[config.mk]
export PLATFORM = sky130hd
export DESIGN_NAME = vod_top
export DESIGN_NICKNAME = d
export VERILOG_FILES = /design/src/vod_pkg.sv /design/src/vod_top.sv
export SDC_FILE = /design/constraint.sdc
export NUM_CORES = 2
export LEC_CHECK = 0
export BUFFER_PORTS_ARGS = -buffer_cell sky130_fd_sc_hd__buf_2
export CAP_MARGIN = 5
export CORE_AREA = 8 8 521 472
export DETAILED_ROUTE_END_ITERATION = 8
export DIE_AREA = 0 0 529 480
export HOLD_SLACK_MARGIN = 0.03
export PLACE_DENSITY = 0.51
export REMOVE_ABC_BUFFERS = 1
export SYNTH_ARGS = -nofsm -noshare
export SYNTH_HDL_FRONTEND = slang
export SYNTH_SLANG_ARGS = --single-unit
export TNS_END_PERCENT = 1
[constraint.sdc]
create_clock -name pclk -period 11.5 [get_ports pclk]
set_input_delay 2.3 -clock pclk [delete_from_list [all_inputs] [get_ports pclk]]
set_output_delay 2.3 -clock pclk [all_outputs]
set_load 0.005 [all_outputs]
[src/vod_pkg.sv]
// shared constants for the valve output diagnostics block
package vod_pkg;
    localparam int NCH = 8;
    localparam int CW  = 26;                  // holds 65000 x 1000
    // register byte offsets
    localparam logic [7:0] A_CTRL   = 8'h00;
    localparam logic [7:0] A_OPEN   = 8'h04;
    localparam logic [7:0] A_FSUB   = 8'h08;
    localparam logic [7:0] A_ISUB   = 8'h0C;
    localparam logic [7:0] A_CNTEN  = 8'h10;
    localparam logic [7:0] A_CNTCLR = 8'h14;
    localparam logic [7:0] A_STAT   = 8'h18;
    localparam logic [7:0] A_IRQST  = 8'h1C;
    localparam logic [7:0] A_IRQMK  = 8'h20;
    localparam logic [7:0] A_LIM0   = 8'h40;  // one word per channel
    localparam logic [7:0] A_CNT0   = 8'h60;  // one word per channel
    // control register fields
    localparam int C_CTLMON = 0;
    localparam int C_OUTMON = 1;
    localparam int C_SHORT  = 2;
    localparam int C_MANUAL = 3;
    localparam int C_SWPRIO = 4;
    localparam int C_PIN    = 8;              // 3 bits
    localparam int C_POUT   = 12;             // 3 bits
    localparam logic [31:0] CTRL_RST = 32'h0000_0005;
    // status / event bit positions
    localparam int E_CTL   = 0;
    localparam int E_OUT   = 1;
    localparam int E_SHORT = 2;
    localparam int E_OPEN  = 3;
    localparam int E_CNT   = 4;
    localparam int NEV     = 5;
    localparam int S_OPEN  = 8;
    localparam int S_CNT   = 16;
    localparam logic [15:0] LIM_RST = 16'h0001;
    localparam logic [9:0]  KILO    = 10'd1000;
    // substitution codes
    typedef enum logic [1:0] {
        VOD_CLEAR = 2'b00,
        VOD_HOLD  = 2'b01,
        VOD_FORCE_HIGH = 2'b10
    } vod_sub_t;
    // port speed / duplex codes
    localparam logic [2:0] PORT_AUTO = 3'h0;
    localparam logic [2:0] PORT_MAX  = 3'h4;  // 10h,10f,100h,100f follow auto
    // timing: one millisecond at 10 MHz, one hour in milliseconds
    localparam int CLK_HZ   = 10_000_000;
    localparam int MS_CYC   = CLK_HZ / 1000;
    localparam int HOUR_MS  = 3600 * 1000;
endpackage

[src/vod_top.sv]
// valve output diagnostics: supply/short/open errors, substitution, op counters
//
// Chosen here: the address map and the APB register port.
`timescale 1ns/10ps
`default_nettype none

////////////////////////////////////////////////////////////////////////////////
module vod_top #(
    parameter int MS_CYCLES = vod_pkg::MS_CYC,
    parameter int HOUR_MSEC = vod_pkg::HOUR_MS
) (
    input  wire logic                     pclk,
    input  wire logic                     presetn,
    input  wire logic                     psel,
    input  wire logic                     penable,
    input  wire logic                     pwrite,
    input  wire logic [7:0]               paddr,
    input  wire logic [31:0]              pwdata,
    output logic                          pready_ff,
    output logic                          pslverr_ff,
    output logic [31:0]                   prdata_ff,
    input  wire logic                     ctl_sup_high,
    input  wire logic                     ctl_sup_low,
    input  wire logic                     out_sup_high,
    input  wire logic                     out_sup_low,
    input  wire logic                     short_seen,
    input  wire logic [vod_pkg::NCH-1:0]  open_seen,
    input  wire logic                     comm_fault,
    input  wire logic                     comm_idle,
    input  wire logic                     switch_hold,
    input  wire logic [vod_pkg::NCH-1:0]  out_cmd,
    input  wire logic                     nv_load_valid,
    input  wire logic [2:0]               nv_load_idx,
    input  wire logic [vod_pkg::CW-1:0]   nv_load_data,
    output logic                          nv_save_ff,
    output logic [2:0]                    nv_save_idx_ff,
    output logic [vod_pkg::CW-1:0]        nv_save_data_ff,
    output logic [vod_pkg::NCH-1:0]       valve_out_ff,
    output logic [2:0]                    port_in_mode_ff,
    output logic [2:0]                    port_out_mode_ff,
    output logic                          irq_ff
);
    localparam int NCH = vod_pkg::NCH;
    localparam int CW  = vod_pkg::CW;

    function automatic logic sub_bit(input logic [1:0] code, input logic held);
        unique case (code)
            vod_pkg::VOD_CLEAR:      sub_bit = 1'b0;
            vod_pkg::VOD_HOLD:       sub_bit = held;
            vod_pkg::VOD_FORCE_HIGH: sub_bit = 1'b1;
            default:                 sub_bit = 1'b0;
        endcase
    endfunction

    function automatic logic [31:0] word_of(input logic [7:0] a, input logic [7:0] base);
        word_of = 32'(a - base) >> 2;
    endfunction

    ////////////////////////////////////////////////////////////////////////////
    // registers
    logic [31:0]          ctrl_ff;
    logic [NCH-1:0]       open_en_ff;
    logic [2*NCH-1:0]     fsub_ff;
    logic [2*NCH-1:0]     isub_ff;
    logic [NCH-1:0]       cnt_en_ff;
    logic [15:0]          lim_ff [NCH];
    logic [CW-1:0]        cnt_ff [NCH];
    logic                 ctl_err_ff;
    logic                 out_err_ff;
    logic                 short_err_ff;
    logic [NCH-1:0]       open_err_ff;
    logic [NCH-1:0]       cnt_err_ff;
    logic [vod_pkg::NEV-1:0] irq_st_ff;
    logic [vod_pkg::NEV-1:0] irq_mk_ff;
    logic [vod_pkg::NEV-1:0] ev_prev_ff;
    logic [vod_pkg::NEV-1:0] ev_now;
    logic                 wr_acc;
    logic                 setup;
    logic [31:0]          rd_word;
    logic                 rd_hit;
    logic [31:0]          lim_idx;
    logic [31:0]          cnt_idx;
    logic [NCH-1:0]       clr_req;

    assign setup  = psel & ~penable;
    assign wr_acc = psel & penable & pready_ff & pwrite;
    assign lim_idx = word_of(paddr, vod_pkg::A_LIM0);
    assign cnt_idx = word_of(paddr, vod_pkg::A_CNT0);
    assign clr_req = (wr_acc && paddr == vod_pkg::A_CNTCLR) ? pwdata[NCH-1:0] : '0;

    // one wait-free access phase: ready rises in the cycle after setup
    always_ff @(posedge pclk or negedge presetn) begin
        if (!presetn) begin
            pready_ff  <= 1'b0;
            pslverr_ff <= 1'b0;
            prdata_ff  <= 32'h0000_0000;
        end else begin
            pready_ff  <= setup;
            pslverr_ff <= setup & ~rd_hit;
            if (setup && !pwrite) begin
                prdata_ff <= rd_word;
            end
        end
    end

    always_comb begin
        rd_word = 32'h0000_0000;
        rd_hit  = 1'b1;
        if (paddr[1:0] != 2'b00) begin
            rd_hit = 1'b0;
        end else if (paddr >= vod_pkg::A_LIM0 && lim_idx < NCH) begin
            rd_word = {16'h0000, lim_ff[lim_idx[2:0]]};
        end else if (paddr >= vod_pkg::A_CNT0 && cnt_idx < NCH) begin
            rd_word = 32'(cnt_ff[cnt_idx[2:0]]);
        end else begin
            unique case (paddr)
                vod_pkg::A_CTRL:   rd_word = ctrl_ff;
                vod_pkg::A_OPEN:   rd_word = 32'(open_en_ff);
                vod_pkg::A_FSUB:   rd_word = 32'(fsub_ff);
                vod_pkg::A_ISUB:   rd_word = 32'(isub_ff);
                vod_pkg::A_CNTEN:  rd_word = 32'(cnt_en_ff);
                vod_pkg::A_CNTCLR: rd_word = 32'h0000_0000;
                vod_pkg::A_STAT: begin
                    rd_word[vod_pkg::E_CTL]   = ctl_err_ff;
                    rd_word[vod_pkg::E_OUT]   = out_err_ff;
                    rd_word[vod_pkg::E_SHORT] = short_err_ff;
                    rd_word[vod_pkg::S_OPEN +: NCH] = open_err_ff;
                    rd_word[vod_pkg::S_CNT +: NCH]  = cnt_err_ff;
                end
                vod_pkg::A_IRQST:  rd_word = 32'(irq_st_ff);
                vod_pkg::A_IRQMK:  rd_word = 32'(irq_mk_ff);
                default:           rd_hit  = 1'b0;
            endcase
        end
    end

    always_ff @(posedge pclk or negedge presetn) begin
        if (!presetn) begin
            ctrl_ff    <= vod_pkg::CTRL_RST;
            open_en_ff <= '0;
            fsub_ff    <= '0;
            isub_ff    <= '0;
            cnt_en_ff  <= '0;
            irq_mk_ff  <= '0;
            for (int i = 0; i < NCH; i++) begin
                lim_ff[i] <= vod_pkg::LIM_RST;
            end
        end else if (wr_acc) begin
            // misaligned offsets inside the limit window must not land
            if (rd_hit && paddr >= vod_pkg::A_LIM0 && lim_idx < NCH) begin
                lim_ff[lim_idx[2:0]] <= pwdata[15:0];
            end
            unique case (paddr)
                vod_pkg::A_CTRL:  ctrl_ff    <= pwdata;
                vod_pkg::A_OPEN:  open_en_ff <= pwdata[NCH-1:0];
                vod_pkg::A_FSUB:  fsub_ff    <= pwdata[2*NCH-1:0];
                vod_pkg::A_ISUB:  isub_ff    <= pwdata[2*NCH-1:0];
                vod_pkg::A_CNTEN: cnt_en_ff  <= pwdata[NCH-1:0];
                vod_pkg::A_IRQMK: irq_mk_ff  <= pwdata[vod_pkg::NEV-1:0];
                default: ;
            endcase
        end
    end

    // out-of-range speed codes fall back to auto negotiation
    always_ff @(posedge pclk or negedge presetn) begin
        if (!presetn) begin
            port_in_mode_ff  <= vod_pkg::PORT_AUTO;
            port_out_mode_ff <= vod_pkg::PORT_AUTO;
        end else begin
            port_in_mode_ff  <= (ctrl_ff[vod_pkg::C_PIN +: 3] > vod_pkg::PORT_MAX) ?
                                vod_pkg::PORT_AUTO : ctrl_ff[vod_pkg::C_PIN +: 3];
            port_out_mode_ff <= (ctrl_ff[vod_pkg::C_POUT +: 3] > vod_pkg::PORT_MAX) ?
                                vod_pkg::PORT_AUTO : ctrl_ff[vod_pkg::C_POUT +: 3];
        end
    end

    ////////////////////////////////////////////////////////////////////////////
    // supply, short and open errors
    always_ff @(posedge pclk or negedge presetn) begin
        if (!presetn) begin
            ctl_err_ff  <= 1'b0;
            out_err_ff  <= 1'b0;
            open_err_ff <= '0;
        end else begin
            ctl_err_ff  <= ctrl_ff[vod_pkg::C_CTLMON] & (ctl_sup_high | ctl_sup_low);
            out_err_ff  <= ctrl_ff[vod_pkg::C_OUTMON] & (out_sup_high | out_sup_low);
            open_err_ff <= open_en_ff & open_seen;
        end
    end

    // manual mode relies on presetn being the power-up reset
    always_ff @(posedge pclk or negedge presetn) begin
        if (!presetn) begin
            short_err_ff <= 1'b0;
        end else if (!ctrl_ff[vod_pkg::C_SHORT]) begin
            short_err_ff <= 1'b0;
        end else if (short_seen) begin
            short_err_ff <= 1'b1;
        end else if (!ctrl_ff[vod_pkg::C_MANUAL]) begin
            short_err_ff <= 1'b0;
        end
    end

    ////////////////////////////////////////////////////////////////////////////
    // output substitution; fault wins over idle
    always_ff @(posedge pclk or negedge presetn) begin
        if (!presetn) begin
            valve_out_ff <= '0;
        end else begin
            for (int i = 0; i < NCH; i++) begin
                if (!(comm_fault || comm_idle)) begin
                    valve_out_ff[i] <= out_cmd[i];
                end else if (ctrl_ff[vod_pkg::C_SWPRIO]) begin
                    valve_out_ff[i] <= sub_bit(comm_fault ? fsub_ff[2*i +: 2] :
                                               isub_ff[2*i +: 2], valve_out_ff[i]);
                end else begin
                    valve_out_ff[i] <= switch_hold & valve_out_ff[i];
                end
            end
        end
    end

    ////////////////////////////////////////////////////////////////////////////
    // operation counters, hourly save, restore after power-up
    logic [NCH-1:0] out_prev_ff;
    logic [31:0]    ms_cnt_ff;
    logic [31:0]    hr_cnt_ff;
    logic           saving_ff;
    logic [2:0]     save_ch_ff;

    always_ff @(posedge pclk or negedge presetn) begin
        if (!presetn) begin
            out_prev_ff <= '0;
            for (int i = 0; i < NCH; i++) begin
                cnt_ff[i] <= '0;
            end
        end else begin
            out_prev_ff <= valve_out_ff;
            for (int i = 0; i < NCH; i++) begin
                if (clr_req[i]) begin
                    cnt_ff[i] <= '0;
                end else if (nv_load_valid && nv_load_idx == 3'(i)) begin
                    cnt_ff[i] <= nv_load_data;
                end else if (valve_out_ff[i] != out_prev_ff[i] && ~&cnt_ff[i]) begin
                    cnt_ff[i] <= cnt_ff[i] + 1'b1;
                end
            end
        end
    end

    always_ff @(posedge pclk or negedge presetn) begin
        if (!presetn) begin
            cnt_err_ff <= '0;
        end else begin
            for (int i = 0; i < NCH; i++) begin
                cnt_err_ff[i] <= cnt_en_ff[i] &
                                 (cnt_ff[i] > CW'(lim_ff[i] * vod_pkg::KILO));
            end
        end
    end

    // the hour is built from a millisecond tick to keep counters narrow
    always_ff @(posedge pclk or negedge presetn) begin
        if (!presetn) begin
            ms_cnt_ff       <= 32'h0000_0000;
            hr_cnt_ff       <= 32'h0000_0000;
            saving_ff       <= 1'b0;
            save_ch_ff      <= 3'h0;
            nv_save_ff      <= 1'b0;
            nv_save_idx_ff  <= 3'h0;
            nv_save_data_ff <= '0;
        end else begin
            nv_save_ff <= saving_ff;
            nv_save_idx_ff  <= save_ch_ff;
            nv_save_data_ff <= cnt_ff[save_ch_ff];
            if (saving_ff) begin
                save_ch_ff <= save_ch_ff + 3'h1;
                saving_ff  <= (save_ch_ff != 3'(NCH - 1));
            end
            if (ms_cnt_ff == 32'(MS_CYCLES - 1)) begin
                ms_cnt_ff <= 32'h0000_0000;
                if (hr_cnt_ff == 32'(HOUR_MSEC - 1)) begin
                    hr_cnt_ff  <= 32'h0000_0000;
                    saving_ff  <= 1'b1;
                    save_ch_ff <= 3'h0;
                end else begin
                    hr_cnt_ff <= hr_cnt_ff + 32'h0000_0001;
                end
            end else begin
                ms_cnt_ff <= ms_cnt_ff + 32'h0000_0001;
            end
        end
    end

    ////////////////////////////////////////////////////////////////////////////
    // interrupts: rising errors set sticky bits, set wins over write-one-clear
    assign ev_now = {|cnt_err_ff, |open_err_ff, short_err_ff, out_err_ff, ctl_err_ff};

    always_ff @(posedge pclk or negedge presetn) begin
        if (!presetn) begin
            ev_prev_ff <= '0;
            irq_st_ff  <= '0;
            irq_ff     <= 1'b0;
        end else begin
            ev_prev_ff <= ev_now;
            irq_st_ff  <= (irq_st_ff & ~((wr_acc && paddr == vod_pkg::A_IRQST) ?
                          pwdata[vod_pkg::NEV-1:0] : '0)) | (ev_now & ~ev_prev_ff);
            irq_ff     <= |(irq_st_ff & irq_mk_ff);
        end
    end
endmodule

`default_nettype wire

==> flow_summary.rst <==
.. list-table::
   :header-rows: 1

   * - Metric
     - Value
   * - Run status
     - finished clean
   * - # rows
     - 170
   * - DP Area
     - 63300 um^2
   * - Arithmetic-cell share of the synthesized area counting full adders, half adders and majority gates
     - roughly 28%
   * - Chip height
     - roughly 480 um
   * - Total clock buffers created by CTS
     - 80
   * - Element type at the critical path start
     - flop
   * - Clock network latency to the later pin of the worst-skew pair
     - 0.74 ns
   * - Type of the worst setup path
     - flop to flop
   * - Slew headroom
     - approximately an eighth
   * - Number of antenna violations at the first check in global routing
     - 54
   * - Share of synthesized area occupied by flip-flops and latches
     - about a quarter
   * - Post-route design area
     - 66100 um^2
   * - PD cells
     - between 100 and 150 nW/um^2
   * - Count of placed standard cells including taps
     - 9126
   * - Max-cap viol count
     - 0
   * - Element type at the critical path end
     - flop
   * - Floorplan die width
     - about 530 um
   * - Port-buffer cells
     - 177
   * - Parity-gate share of the synthesized area counting xor and xnor cells
     - under 10%
   * - Post_cts resized
     - 0
   * - Sinks on the clock net
     - between 600 and 700
   * - Transition time at the pin with the least slew margin
     - 1.31 ns
   * - Syn avg cell area
     - 9.91 um^2
   * - Leading area contributor after synthesis
     - dfrtp_1
   * - Clock slew at the register clock pins of the worst setup and hold paths
     - 0.06 ns
   * - Total iterations of the first detailed-routing run
     - 8
   * - Complex-gate fraction of the synthesized area
     - between 10% and 20%
   * - Most frequently used flop master after synthesis
     - dfrtp_1
   * - Most area-consuming cells after synthesis
     - dfrtp_1 25%, fa_1 15%, ha_1 13%
   * - Number of H-tree levels
     - 3
   * - Maximum buffer depth of the clock tree
     - 3
   * - Total GRT Usage
     - 17.7%
   * - Starting Density
     - between 20% and 30%
   * - Detailed router's first-iteration violation count
     - 4960
   * - Final count of hold timing violations
     - 0
   * - DRC errors left
     - 0
   * - Static power due to leakage
     - roughly 29 nW
   * - Final cell count without fillers
     - between 9k and 10k
   * - CP max FO
     - 5
   * - Total setup buffers inserted after CTS
     - 0
   * - Post-DR vias/cell
     - between 5 and 6
   * - Fin crit period
     - 6.53 ns
   * - CTS tree
     - built
   * - Largest clock skew in the final design
     - 0.0506 ns
   * - Fraction of final layout cells with drive strength greater than 1
     - around 13%
   * - Synthesized instance count
     - about 5.9k
   * - Type of the tightest min-delay check
     - flop to flop
   * - Most frequent cell after synthesis
     - inv_1
   * - Largest family of logic cells by synthesized area
     - adder cells
   * - Leading cell types by count after synthesis
     - 764 x inv_1, 623 x ha_1, 595 x dfrtp_1
   * - Number of distinct standard cells referenced by the synthesized netlist
     - about 110
   * - Overall routed net length
     - between 200000 and 250000 um
   * - Antenna Nets Post-Route
     - 0
   * - Detailed placer's ending HPWL
     - approximately 180000 um
   * - Post-synthesis mux area share
     - 9.12%
   * - Crit path arrival time
     - about 7 ns
   * - Max frequency
     - ~150 MHz
   * - RePlAce Congestion
     - just over 0.9
   * - Number of setup violations in the final report
     - 0
   * - Area used by multi-input combinational logic
     - 39900 um^2
   * - Share of the synthesized area in the top cell type
     - between 20% and 30%
   * - Share of synthesized flip-flops with an asynchronous set or reset
     - between 90% and 100%
   * - Synth-to-Final Area Change
     - 12.3%
   * - Post-route fraction of the period consumed by the critical path
     - a little under three fifths
   * - Number of inserted filler cells in the final layout
     - between 20k and 30k
   * - Placeable core region
     - around 240000 um^2
   * - Final max-slew violation count
     - 0
   * - Number of flops mapped to enable cells by yosys
     - 0
   * - Netlist Area Pre-Place
     - between 50000 and 60000 um^2
   * - Worst ir drop on vdd
     - 120 uV
   * - Global route total overflow
     - 0
   * - Detailed-route wire length per cell
     - around 25 um
   * - Global-route wire length before repair
     - ~330000 um
   * - Clock tree root buffer cell
     - clkbuf_16
   * - TNS Setup
     - 0 ns
   * - Cts hold-fix bufs
     - 0
   * - Synthesized-area fraction occupied by and/or/nand/nor cells
     - approximately an eighth
   * - RSZ-0062 raised after global routing
     - false
   * - Via count
     - approximately 47k
   * - Top-Level Pins
     - 178
   * - Die ar.
     - 254000 um^2
   * - Number of nets at the end of the flow
     - ~7.2k
   * - Pin count of the biggest net entering global routing
     - ~130
   * - Synth warn
     - 0
   * - Final Power
     - about 8.7 mW
   * - Via count of the first global-routing pass
     - between 40k and 50k
   * - Required time of the critical path
     - 12.09 ns
   * - Synth Register Bits
     - roughly 610
   * - Register area
     - roughly 15000 um^2
worst paths after layout:
kind | startpoint | to | slack (ns) | depth (start not counted)
max | lim_ff[26]$_DFFE_PN0P_ | cnt_err_ff[6]$_DFF_PN0_ | 4.97 | 22
min | out_err_ff$_DFF_PN0_ | ev_prev_ff[1]$_DFF_PN0_ | 0.40 | 0
max reg2reg | lim_ff[26]$_DFFE_PN0P_ | cnt_err_ff[6]$_DFF_PN0_ | 4.97 | 22
min reg2reg | out_err_ff$_DFF_PN0_ | ev_prev_ff[1]$_DFF_PN0_ | 0.40 | 0
max in group asynchronous | presetn | cnt_ff[100]$_DFFE_PN0P_ | 7.61 | 3
min in group asynchronous | presetn | lim_ff[109]$_DFFE_PN0P_ | 1.61 | 1
placed cells by master (no fill, tap or decap), drive strengths merged, types with 14 or more instances in the layout:
cell type,count
inv,768
diode,16
nor2b,47
buf,229
nor3,97
mux4,137
mux2i,46
xnor2,171
nand2,386
ha,623
nand2b,41
nand3,137
o21ai,286
xor2,180
dfrtp,595
o211ai,44
or3,18
nor2,409
o21a,48
nor4,56
a21oi,192
clkinv,20
or2,17
mux2,162
a211oi,190
a311oi,14
and2,31
o31ai,24
and3,74
a21o,94
fa,432
clkbuf,111
a22o,14
nand4,126
and4,27
a221oi,15
a31oi,15
worst max-delay path, stage by stage, from the launching register on:
cell and delay [ns]:
dfrtp_1 0.46, inv_1 0.18, fa_1 0.50, fa_1 0.53, inv_1 0.06, fa_1 0.50, inv_1 0.06, fa_1 0.49
inv_1 0.04, ha_1 0.34, a21oi_1 0.24, o21ai_0 0.12, a21o_1 0.19, a41o_1 0.23, a221oi_1 0.42, nor3_1 0.08
a2111oi_0 0.62, ha_1 0.38, a21o_1 0.16, a21oi_1 0.15, o21ai_0 0.15, a2111oi_0 0.38, a21oi_1 0.12
sequential cells by signal, summed over array words and instances (netlist names), 16 cells and up:
register / cells
cnt_ff: 208
ctrl_ff: 32
fsub_ff: 16
hr_cnt_ff: 32
isub_ff: 16
lim_ff: 128
ms_cnt_ff: 32
nv_save_data_ff: 26
prdata_ff: 32
per-stage QoR:
step	setup slack, ns	hold WS (ns)	utilization (%)
6_report	4.97	0.405	27.9
5_1_grt	4.49	0.422	27.9
4_1_cts	4.94	0.407	27.9
3_5_place_dp	4.94	0.392	26.7
3_3_place_gp	4.75	0.388	26.7
2_1_floorplan	5.86	0.354	-
kinds of logic (layout without fill, tap and decap cells):
| logic type | Yosys count | count (layout) |
|---|---|---|
| simple gates | 1509 | 1509 |
| fa+ha+maj | 1055 | 1055 |
| other cells | 0 | 16 |
| buf+inv | 994 | 1139 |
| xor+xnor | 351 | 351 |
| flops | 605 | 605 |
| compound gates | 1085 | 1085 |
| mux | 345 | 345 |
metal layers:
| layer | vias up | share of wire (%) | GRT usage, % |
|---|---|---|---|
| met5 | - | 0.043 | 0 |
| met4 | 16 | 4.5 | 7.11 |
| met3 | 358 | 8.9 | 4.05 |
| met2 | 1973 | 42 | 26.3 |
| met1 | 23900 | 44 | 24.9 |
| li1 | 21000 | - | - |
area by class of cell:
type	count	area share [%]
Antenna cell	16	0.0606
Clock buffer	111	3.42
Clock inverter	34	0.842
Inverter	765	4.34
Multi-Input combinational cell	4345	60.4
Sequential cell	605	22.9
Tap cell	3182	6.02
Timing Repair Buffer	229	1.98
power breakdown:
part / internal, mW / total (mW) / switching (mW)
logic: 1.24 / 2.79 / 1.54
clock network: 1.60 / 2.74 / 1.15
registers: 2.40 / 3.20 / 0.803
total: 5.24 / 8.73 / 3.49
(Power assumes the default switching activity.)
